`src/logic/flash_cmd_pkg.sv`:
```
// Constants for the flash command and status register block
package flash_cmd_pkg;

   // ---------------------------------------------------------------
   // Register byte offsets
   // ---------------------------------------------------------------
   localparam logic [8:0] OFF_CTRL_KEY   = 9'h004;
   localparam logic [8:0] OFF_OPT_KEY    = 9'h008;
   localparam logic [8:0] OFF_STATUS     = 9'h00C;
   localparam logic [8:0] OFF_CONTROL    = 9'h010;
   localparam logic [8:0] OFF_ADDRESS    = 9'h014;
   localparam logic [8:0] OFF_OPT_STATUS = 9'h01C;
   localparam logic [8:0] OFF_PROTECT    = 9'h020;
   localparam logic [8:0] OFF_PART_ID    = 9'h100;

   // ---------------------------------------------------------------
   // Control register bit positions
   // ---------------------------------------------------------------
   localparam int CTL_PROGRAM   = 0;
   localparam int CTL_PAGE_ER   = 1;
   localparam int CTL_MASS_ER   = 2;
   localparam int CTL_OB_PROG   = 4;
   localparam int CTL_OB_ERASE  = 5;
   localparam int CTL_START     = 6;
   localparam int CTL_LOCKED    = 7;
   localparam int CTL_OB_UNLOCK = 9;
   localparam int CTL_FAULT_IE  = 10;
   localparam int CTL_DONE_IE   = 12;

   // ---------------------------------------------------------------
   // Status register bit positions
   // ---------------------------------------------------------------
   localparam int STAT_BUSY  = 0;
   localparam int STAT_PGERR = 2;
   localparam int STAT_WPERR = 4;
   localparam int STAT_DONE  = 5;

   // ---------------------------------------------------------------
   // Option status field positions
   // ---------------------------------------------------------------
   localparam int OBS_MISMATCH = 0;
   localparam int OBS_SECURITY = 1;
   localparam int OBS_USER_LSB = 2;
   localparam int OBS_DATA_LSB = 10;

   // ---------------------------------------------------------------
   // Reset values and key words
   // ---------------------------------------------------------------
   localparam logic [31:0] CTRL_RESET   = 32'h0000_0080;
   localparam logic [31:0] KEY_FIRST    = 32'h4567_0123;
   localparam logic [31:0] KEY_SECOND   = 32'hCDEF_89AB;
   localparam logic [7:0]  SEC_OPEN     = 8'hA5;
   localparam logic [7:0]  OPT_BLANK    = 8'hFF;
   // Arbitrary neutral identifier value
   localparam logic [31:0] PART_ID_DEF  = 32'h0000_0001;

endpackage

```
`src/logic/flash_command_control.sv`:
```
// Flash command, key, status and option register block on Avalon-MM
//
// Operation
// done interrupt only when control bit 12 enables it.
// fault interrupt only when control bit 10 enables it.
// correct option key pair sets bit 9; software may clear it.
// correct control key pair clears bit 7; software may set it.
// bit 6 starts erase; hardware clears it when busy falls.
// bit 5 selects option byte erase.
// bit 4 selects option byte program.
// bit 2 selects whole array erase.
// bit 1 selects page erase at address register.
// bit 0 selects word program mode.
// software returns command bits to zero after the operation.
// write-only address register at 0x14 gives command address.
// option data value loads into option status 25:10 at reset.
// user option byte loads into option status 9:2 at reset.
// option status bit 1 shows security level.
// mismatched option byte sets bit 0 and reads as 0xFF.
// protection value loads into register 0x20 at reset.
// identifier at 0x100 is a read-only constant.
// software reads option status only by whole words.
// busy stays 1 during an operation, clears at end or error.
// done flag at status bit 5 sets on success, write 1 clears.
// software writes unlock keys as 32-bit words.
// control resets to only the locked bit set.
// while locked, command and enable writes are ignored.
//
// Local design decision: the Avalon-MM slave port.
`timescale 1ns/100ps
`default_nettype none
module flash_command_control
   import flash_cmd_pkg::*;
#(
   parameter logic [31:0] PART_ID = PART_ID_DEF
) (
   // Clock and reset
   input  wire logic        clk,
   input  wire logic        rstn,
   // Avalon-MM slave
   input  wire logic [8:0]  address,
   input  wire logic        read,
   input  wire logic        write,
   input  wire logic [31:0] writedata,
   input  wire logic [3:0]  byteenable,
   output logic      [31:0] readdata,
   output logic             waitrequest,
   // Option bytes from the option block, sampled after reset
   input  wire logic [15:0] opt_security,
   input  wire logic [15:0] opt_user,
   input  wire logic [31:0] opt_data,
   input  wire logic [63:0] opt_protect,
   // Flash array command side
   output logic             cmd_program,
   output logic             cmd_page_erase,
   output logic             cmd_mass_erase,
   output logic             cmd_ob_program,
   output logic             cmd_ob_erase,
   output logic             cmd_start,
   output logic             ob_write_en,
   output logic      [31:0] cmd_address,
   input  wire logic        flash_busy,
   input  wire logic        flash_done,
   input  wire logic        flash_prog_err,
   input  wire logic        flash_prot_err,
   // Interrupt request lines
   output logic             done_irq,
   output logic             fault_irq
);

   // ---------------------------------------------------------------
   // Bus decode
   // ---------------------------------------------------------------
   logic [31:0] control;
   logic [31:0] target_addr;
   logic [5:0]  status;
   logic [31:0] opt_status;
   logic [31:0] protect;
   logic        key_half;
   logic        obkey_half;
   logic        loaded;
   logic        busy_q;
   logic        ack;

   wire         req         = read | write;
   wire         full_word   = byteenable == 4'hF;
   wire         wr_ok       = write & ack & full_word;
   wire         wr_ctrl_key = wr_ok & (address == OFF_CTRL_KEY);
   wire         wr_opt_key  = wr_ok & (address == OFF_OPT_KEY);
   wire         wr_status   = wr_ok & (address == OFF_STATUS);
   wire         wr_control  = wr_ok & (address == OFF_CONTROL);
   wire         wr_address  = wr_ok & (address == OFF_ADDRESS);
   wire         locked      = control[CTL_LOCKED];
   wire         busy_fall   = busy_q & ~flash_busy;

   assign waitrequest = req & ~ack;

   // One wait cycle per access, ack pulses on the second cycle
   always_ff @(posedge clk) begin
      if (!rstn) ack <= 1'b0;
      else       ack <= req & ~ack;
   end

   logic [31:0] rd_mux;
   always_comb begin
      case (address)
         OFF_STATUS:     rd_mux = {26'h0, status};
         OFF_CONTROL:    rd_mux = control;
         OFF_OPT_STATUS: rd_mux = opt_status;
         OFF_PROTECT:    rd_mux = protect;
         OFF_PART_ID:    rd_mux = PART_ID;
         default:        rd_mux = 32'h0;
      endcase
   end

   always_ff @(posedge clk) begin
      if (!rstn)           readdata <= 32'h0;
      else if (read & ~ack) readdata <= rd_mux;
   end

   // ---------------------------------------------------------------
   // Key sequences
   // ---------------------------------------------------------------
   wire ctl_key_ok = key_half & (writedata == KEY_SECOND);
   wire ob_key_ok  = obkey_half & (writedata == KEY_SECOND);

   always_ff @(posedge clk) begin
      if (!rstn) begin
         key_half   <= 1'b0;
         obkey_half <= 1'b0;
      end else begin
         if (wr_ctrl_key) key_half <= (writedata == KEY_FIRST);
         if (wr_opt_key)  obkey_half <= (writedata == KEY_FIRST);
      end
   end

   // ---------------------------------------------------------------
   // Control register
   // ---------------------------------------------------------------
   localparam logic [31:0] SW_MASK = 32'h0000_1437;
   logic [31:0] next_control;
   always_comb begin
      next_control = control;
      if (wr_control) begin
         if (!locked) begin
            next_control = (control & ~SW_MASK) | (writedata & SW_MASK);

            if (writedata[CTL_START])
               next_control[CTL_START] = 1'b1;
            if (!writedata[CTL_OB_UNLOCK])
               next_control[CTL_OB_UNLOCK] = 1'b0;
         end
         if (writedata[CTL_LOCKED])
            next_control[CTL_LOCKED] = 1'b1;
      end
      if (busy_fall)
         next_control[CTL_START] = 1'b0;
      if (wr_ctrl_key & ctl_key_ok)
         next_control[CTL_LOCKED] = 1'b0;
      if (wr_opt_key & ob_key_ok & ~locked)
         next_control[CTL_OB_UNLOCK] = 1'b1;
   end

   always_ff @(posedge clk) begin
      if (!rstn) control <= CTRL_RESET;
      else       control <= next_control;
   end

   always_ff @(posedge clk) begin
      if (!rstn)           target_addr <= 32'h0;
      else if (wr_address) target_addr <= writedata;
   end

   assign cmd_program    = control[CTL_PROGRAM];
   assign cmd_page_erase = control[CTL_PAGE_ER];
   assign cmd_mass_erase = control[CTL_MASS_ER];
   assign cmd_ob_program = control[CTL_OB_PROG];
   assign cmd_ob_erase   = control[CTL_OB_ERASE];
   assign cmd_start      = control[CTL_START];
   assign ob_write_en    = control[CTL_OB_UNLOCK];
   assign cmd_address    = target_addr;

   // ---------------------------------------------------------------
   // Status flags, set wins over write-1 clear
   // ---------------------------------------------------------------
   logic [5:0] next_status;
   always_comb begin
      next_status = status;
      if (wr_status)
         next_status = status & ~(writedata[5:0] & 6'h34);
      next_status[STAT_BUSY] = flash_busy;
      next_status[1] = 1'b0;
      next_status[3] = 1'b0;
      if (flash_done)     next_status[STAT_DONE]  = 1'b1;
      if (flash_prog_err) next_status[STAT_PGERR] = 1'b1;
      if (flash_prot_err) next_status[STAT_WPERR] = 1'b1;
   end

   always_ff @(posedge clk) begin
      if (!rstn) begin
         status <= 6'h0;
         busy_q <= 1'b0;
      end else begin
         status <= next_status;
         busy_q <= flash_busy;
      end
   end

   assign done_irq  = status[STAT_DONE] & control[CTL_DONE_IE];
   assign fault_irq = (status[STAT_PGERR] | status[STAT_WPERR])
                      & control[CTL_FAULT_IE];

   // ---------------------------------------------------------------
   // Option byte reload, one cycle after reset release
   // ---------------------------------------------------------------
   function automatic logic [8:0] chk(input logic [15:0] pair);
      logic bad;
      bad = (pair[15:8] != ~pair[7:0]);
      return {bad, bad ? OPT_BLANK : pair[7:0]};
   endfunction

   wire [8:0] sec_c = chk(opt_security);
   wire [8:0] usr_c = chk(opt_user);
   wire [8:0] dl_c  = chk(opt_data[15:0]);
   wire [8:0] dh_c  = chk(opt_data[31:16]);
   logic [31:0] prot_v;
   logic [3:0]  prot_bad;

   genvar g;
   generate
      for (g = 0; g < 4; g++) begin : g_prot
         wire [8:0] c = chk(opt_protect[16*g +: 16]);
         assign prot_v[8*g +: 8] = c[7:0];
         assign prot_bad[g]      = c[8];
      end
   endgenerate

   wire any_bad = sec_c[8] | usr_c[8] | dl_c[8] | dh_c[8] | (|prot_bad);

   always_ff @(posedge clk) begin
      if (!rstn) begin
         loaded     <= 1'b0;
         opt_status <= 32'h0;
         protect    <= 32'h0;
      end else if (!loaded) begin
         loaded     <= 1'b1;
         opt_status <= {6'h0, dh_c[7:0], dl_c[7:0],
                        usr_c[7:0],
                        sec_c[7:0] != SEC_OPEN,
                        any_bad};
         protect    <= prot_v;
      end
   end

   // ---------------------------------------------------------------
   // Checks
   // ---------------------------------------------------------------
   property p_done_irq;
      @(posedge clk) disable iff (!rstn)
      done_irq |-> control[CTL_DONE_IE] && status[STAT_DONE];
   endproperty
   a_done_irq: assert property (p_done_irq)
      else $error("done irq without enable");

   property p_fault_irq;
      @(posedge clk) disable iff (!rstn)
      !control[CTL_FAULT_IE] |-> !fault_irq;
   endproperty
   a_fault_irq: assert property (p_fault_irq)
      else $error("fault irq while disabled");

   property p_start_clr;
      @(posedge clk) disable iff (!rstn)
      $fell(flash_busy) |=> !control[CTL_START];
   endproperty
   a_start_clr: assert property (p_start_clr)
      else $error("start not cleared after busy");

   property p_unlock;
      @(posedge clk) disable iff (!rstn)
      wr_ctrl_key && ctl_key_ok |=> !control[CTL_LOCKED];
   endproperty
   a_unlock: assert property (p_unlock)
      else $error("key pair did not unlock");

   property p_lock_hold;
      @(posedge clk) disable iff (!rstn)
      locked && !busy_fall |=> control[5:0] == $past(control[5:0]);
   endproperty
   a_lock_hold: assert property (p_lock_hold)
      else $error("command bits changed while locked");

   property p_busy;
      @(posedge clk) disable iff (!rstn)
      flash_busy |=> status[STAT_BUSY];
   endproperty
   a_busy: assert property (p_busy)
      else $error("busy status not following");

   property p_done_set;
      @(posedge clk) disable iff (!rstn)
      flash_done |=> status[STAT_DONE];
   endproperty
   a_done_set: assert property (p_done_set)
      else $error("done flag lost");

   property p_addr;
      @(posedge clk) disable iff (!rstn)
      wr_address |=> cmd_address == $past(writedata);
   endproperty
   a_addr: assert property (p_addr)
      else $error("address not stored");

   property p_ob_unlock;
      @(posedge clk) disable iff (!rstn)
      wr_opt_key && ob_key_ok && !locked |=> ob_write_en;
   endproperty
   a_ob_unlock: assert property (p_ob_unlock)
      else $error("option unlock missed");

   property p_opt_stable;
      @(posedge clk) disable iff (!rstn)
      loaded |=> $stable(opt_status) && $stable(protect);
   endproperty
   a_opt_stable: assert property (p_opt_stable)
      else $error("option status changed after load");

   property p_done_irq_set;
      @(posedge clk) disable iff (!rstn)
      control[CTL_DONE_IE] && !wr_control && flash_done |=> done_irq;
   endproperty
   a_done_irq_set: assert property (p_done_irq_set)
      else $error("enabled done irq not raised");

   property p_fault_set;
      @(posedge clk) disable iff (!rstn)
      control[CTL_FAULT_IE] && !wr_control
         && (flash_prog_err || flash_prot_err) |=> fault_irq;
   endproperty
   a_fault_set: assert property (p_fault_set)
      else $error("enabled fault irq not raised");

   property p_ob_clear;
      @(posedge clk) disable iff (!rstn)
      wr_control && !locked && !writedata[CTL_OB_UNLOCK] |=> !ob_write_en;
   endproperty
   a_ob_clear: assert property (p_ob_clear)
      else $error("option unlock not cleared by write");

   property p_relock;
      @(posedge clk) disable iff (!rstn)
      wr_control && writedata[CTL_LOCKED] |=> control[CTL_LOCKED];
   endproperty
   a_relock: assert property (p_relock)
      else $error("software relock ignored");

   property p_cmd_ob;
      @(posedge clk) disable iff (!rstn)
      wr_control && !locked
         |=> {cmd_ob_erase, cmd_ob_program} == $past(writedata[5:4]);
   endproperty
   a_cmd_ob: assert property (p_cmd_ob)
      else $error("option command bits not written");

   property p_cmd_main;
      @(posedge clk) disable iff (!rstn)
      wr_control && !locked |=> {cmd_mass_erase, cmd_page_erase,
                                 cmd_program} == $past(writedata[2:0]);
   endproperty
   a_cmd_main: assert property (p_cmd_main)
      else $error("main command bits not written");

   property p_reset_ctrl;
      @(posedge clk)
      !rstn |=> control == CTRL_RESET;
   endproperty
   a_reset_ctrl: assert property (p_reset_ctrl)
      else $error("control not at reset value");

   property p_opt_load;
      @(posedge clk) disable iff (!rstn)
      $rose(loaded) |-> opt_status[OBS_MISMATCH] == $past(any_bad)
                        && protect == $past(prot_v);
   endproperty
   a_opt_load: assert property (p_opt_load)
      else $error("option reload wrong");

endmodule // flash_command_control
`default_nettype wire
```
`config.mk`:
```
export PLATFORM = sky130hd
export DESIGN_NAME = flash_command_control
export DESIGN_NICKNAME = d
export VERILOG_FILES = /design/src/logic/flash_cmd_pkg.sv /design/src/logic/flash_command_control.sv
export SDC_FILE = /design/constraint.sdc
export NUM_CORES = 1
export LEC_CHECK = 0
export BUFFER_PORTS_ARGS = -buffer_cell sky130_fd_sc_hd__buf_2
export CORE_MARGIN = 5
export CORE_UTILIZATION = 35
export DETAILED_ROUTE_END_ITERATION = 16
export HOLD_SLACK_MARGIN = 0.06
export PLACE_DENSITY = 0.58
export SYNTH_ARGS = -nofsm -noshare
export SYNTH_HDL_FRONTEND = slang
export SYNTH_SLANG_ARGS = --single-unit
```
`constraint.sdc`:
```
create_clock -name clk -period 3.5 [get_ports clk]
set_input_delay 0.7 -clock clk [delete_from_list [all_inputs] [get_ports clk]]
set_output_delay 0.7 -clock clk [all_outputs]
set_load 0.005 [all_outputs]
```
== Word-level counts from Yosys, hierarchy flattened ==
Cells that the tools add are included.

* Register bits after elaboration: 164
* Bits in latches: 0
* RAM bits: 0
* Bits in read-only memories: 0
* Input port bits: 181
* Output and inout port bits: 74
* Logic and storage cells: 106
* Memories: 0

* Add/subtract/negate cells: 0
* Multipliers: 0
* Div/mod/pow operators: 0
* Order comparisons: 0
* Equal/unequal tests: 21
* Shift-type cells: 0
* Mux-type cells: 21
* Bitwise gates (word level): 38
* Reduce and logical (&&, ||, !) cells: 9

{| class="wikitable"
|+ Operators with widths
! cell !! number
|-
| $pmux W32 S5 || 1
|-
| $mux W8 || 8
|-
| $ne A8 B8 Y1 || 8
|-
| $not A8 Y8 || 8
|-
| $eq A32 B31 Y1 const B || 1
|-
| $eq A32 B32 Y1 const B || 1
|-
| $or A32 B13 Y32 || 1
|-
| $eq A9 B5 Y1 const B || 3
|-
| $mux W10 || 2
|-
| $eq A9 B4 Y1 const B || 2
|-
| $and A1 B1 Y1 || 17
|-
| $reduce_bool A2 Y1 || 5
|-
| $eq A9 B3 Y1 const B || 1
|-
| $eq A9 B6 Y1 const B || 1
|-
| $eq A9 B9 Y1 const B || 1
|-
| $mux W1 || 9
|-
| $ne A8 B8 Y1 const B || 1
|-
| $and A6 B6 Y6 || 1
|-
| $mux W6 || 1
|-
| $not A6 Y6 || 1
|-
| $or A1 B1 Y1 || 6
|-
| $eq A4 B4 Y1 const B || 1
|-
| $not A1 Y1 || 4
|-
| $reduce_and A2 Y1 || 2
|-
| other kinds (3) || 3
|}

== Logic depth before layout (Yosys ltp) ==
* Depth after elaboration: 7
* Depth in mapped cells: 8
* Gate-level depth less buffers: 5

== Worst setup path after synthesis ==
Ideal clock, no wire load.

* Kind: input to register
* Start point: in address[1]
* End point: reg control[9]
* Setup time: 0.126 ns
* Arrival: 2.148 ns
* Required time: 3.374 ns
* Path slack: 1.227 ns
* Cell stages on the path: 7
* Buffers on the path: 2
* Cell sequence: or4_1 -> buf_6 -> nor4_4 -> nand3b_1 -> buf_2 -> o21ai_0 -> a21boi_0

* Word-level cells in the longest chain between the ends: 6
* Elaborated cells between the ends (all ways): 10
* Those cells by class: eq/ne (3); mux (1); bitwise (4); reduce/logical (2)

{| class="wikitable"
|+ Ends and longest elaborated chain
! what !! RTL line !! source
|-
| start, declared || flash_command_control.sv:41 || <nowiki>input wire logic [8:0] address,</nowiki>
|-
| $eq A9 B4 Y1 || flash_command_control.sv:89 || <nowiki>wire wr_opt_key = wr_ok & (address == OFF_OPT_KEY);</nowiki>
|-
| $and A1 B1 Y1 || flash_command_control.sv:89 ||
|-
| $and A1 B1 Y1 (2 in series) || flash_command_control.sv:160 || <nowiki>if (wr_opt_key & ob_key_ok & ~locked)</nowiki>
|-
| $ne A2 B1 Y1 (no line) / $reduce_bool A2 Y1 (equally long branches) || - ||
|-
| $reduce_and A2 Y1 (no line) || - ||
|-
| end signal, assigned || flash_command_control.sv:166 || <nowiki>else control <= next_control;</nowiki>
|-
| end, declared || flash_command_control.sv:74 || <nowiki>logic [31:0] control;</nowiki>
|}

Several ways; a longest one is shown, not always the timed one.
A chain may end at the register's enable or synchronous reset.

== Worst setup path in the final report ==
* Start point: in address[1]
* End point: reg control[6]

* Word-level cells in the longest chain between the ends: 3

{| class="wikitable"
|+ Ends and longest elaborated chain
! what !! RTL line !! source
|-
| $eq A9 B5 Y1 || flash_command_control.sv:91 || <nowiki>wire wr_control = wr_ok & (address == OFF_CONTROL);</nowiki>
|-
| $and A1 B1 Y1 || flash_command_control.sv:91 ||
|-
| $reduce_and A2 Y1 (no line) || - ||
|}

Every way passes these cells.

==> impl_metrics.toml <==
[detailed_routing]
post_drt_wl_per_cell_um = 16.7
via_per_inst = 5.04
first_pass_iters = 5
finalWirelength_um = 20300
vias = 6129
ant_nets = 0
drt_iter0_drc = 356
drc = 0

[power]
irDropWorstVdd_v = 0.000321
total_power_mw = 3.89
p_leak_nw = 3.50
powerDensity_nw_per_um2 = 462

[yosys]
synth-edff-count = 0
synth_area_um2 = 6370
synthFlopType = "dfxtp_1"
yosysSeqAreaShare_pct = 44.0
async_reset_ff_share_pct = 0
syn_nets = 913
synth_area_per_cell_um2 = 8.70
yosysWarnings = 0
ys_ff_latch = 140
ys_types = 48
synthCells = 732

[layout]
final_area_um2 = 8430
final_common_cell = "buf_2"
layout.cells.non_filler = 1215
final_core_util_pct = 46.9
nets = 1155
final_cell_mix = "253 x buf_2, 140 x dfxtp_1, 107 x nand2_1, 63 x xnor2_1"
area_growth_pct = 32.3
drive_above_1_share_pct = 33.0

[cts]
h-tree-depth = 4
cts_buffers = 17
cts_setup_buffers = 0
cts_resized = 0
clock_latency_ns = 0.43
cts_tree = "yes"
clk_pin_slew_ns = 0.06
clkSinkCount = 140
cts_hold_buf = 0
root_buffer = "clkbuf_16"
cts_max_path_buffers = 2

[sta]
period_needed_ns = 2.45
worst_slew_pin_slew_ns = 1.05
hold_viol_final = 0
finalHoldWorstSlack_ns = 0.444
drv_slew = 0
fmax_mhz = 408
rsz0062_at_grt = "no"
slew-limit-headroom_pct = 30.1
setup_tns_ns = 0
finalClockSkew_ns = 0.0113
finalSetupViolations = 0
postLayoutSetupSlackWorst_ns = 1.05
finalCritPeriodShare_pct = 70.0

[worst_setup_path]
start_kind = "primary input"
crit_arrival_ns = 2.82
crit_fanout = 9
crit_path_cell_trace = "buf_2 > or4_1 > nor4_4 > nand3b_1 > nor2_1 > o221a_2"
critPathKind = "primary input to register"
slowest_stage = "or4_1"
max_stage_delay_ns = 0.77
endpoint_kind = "register"
required_ns = 3.87

[grt]
grt-ovfl-total = 0
grt_max_degree = 73
grt_pass1_wl_um = 31900
grt_pass1_vias = 6036
antenna_found_initial = 1
grtUsageTotal_pct = 19.3

[placed_design]
pre_cts_slack_ns = 0.586
port_buffers = 254
dpl.hpwl_um = 15200
gp_congestion = 0.767
placedCellCount = 1184
dpl-instance-area_um2 = 7830

[flow_run]
max_cap_viol_count = 0

[floorplanning]
die_area_um2 = 21000
start_util_pct = 35.4
die_height_um = 145
die_x_um = 145
ios = 255
row_count = 49
coreArea_um2 = 18000

[hold_path]
hp-class = "register to register"

[status]
status = "complete, no violations"
-- routing by layer --
layer	up-vias	global-route usage [%]	part of all wire, %
met2	159	31.8	49
met1	2858	25.0	44
met5	-	0	0
met3	16	4.63	5.6
li1	3096	-	-
met4	0	6.14	1.3
-- worst max-delay path, delay by kind of cell --
| family | cells | cell delay, ns |
|---|---|---|
| AOI/OAI and AO/OA | 1 | 0.21 |
| buffers and inverters | 1 | 0.09 |
| and+or+nand+nor | 4 | 1.82 |
-- state kept, by name, indices dropped and copies added, names as in the netlist --
register / flops
obkey_half: 1
status: 4
loaded: 1
readdata: 32
key_half: 1
protect: 32
control: 10
opt_status: 26
cmd_address: 32
ack: 1
-- synth_stat cells (11+ instances only) --
cell | n | area, um^2
a21oi_1 | 18 | 90.1
o21ai_0 | 56 | 280
xnor2_1 | 63 | 552
a22oi_1 | 16 | 120
dfxtp_1 | 140 | 2800
a31oi_1 | 37 | 231
a21boi_1 | 30 | 225
nor2b_1 | 11 | 68.8
nor2_1 | 56 | 210
nand2_1 | 107 | 402
nor4_1 | 13 | 81.3
clkbuf_1 | 33 | 124
o21ai_1 | 24 | 120
a21boi_0 | 12 | 90.1
-- logic make-up (layout without fill, tap and decap cells) --
kind of cell | Yosys count | after routing | share of synthesized area [%]
muxes | 9 | 9 | 1.41
other | 0 | 1 | 0
xor gates and xnor gates | 65 | 65 | 8.94
DFF | 140 | 140 | 44.0
buffers and inverters | 54 | 307 | 3.91
and+or+nand+nor | 242 | 242 | 19.2
AOI/OAI and AO/OA | 222 | 222 | 22.5
-- final timing paths --
| kind | slack, ns | endpoint | startpoint | cells after the start |
|---|---|---|---|---|
| worst max-delay path | 1.05 | control[6] | address[1] | 6 |
| worst min-delay path | 0.44 | readdata[5] | readdata[5] | 2 |
| worst max register to register | 1.51 | readdata[4] | ack | 4 |
| worst min register to register | 0.44 | readdata[5] | readdata[5] | 2 |
-- power breakdown --
group	switching, mW	total (mW)	internal (mW)
registers	0.0335	1.68	1.65
clock network	0.705	1.82	1.12
logic	0.200	0.389	0.189
total	0.938	3.89	2.95
-- area by class of cell --
cell class / instances / area (um^2)
Clock inverter: 13 / 170
Clock buffer: 17 / 425
Timing Repair Buffer: 271 / 1400
Fill cell: 1846 / 9540
Multi-Input combinational cell: 538 / 3320
Antenna cell: 1 / 2.50
Sequential cell: 140 / 2800
Inverter: 6 / 22.5
Tap cell: 229 / 287
No activity file was read; power rests on OpenSTA's default activity.
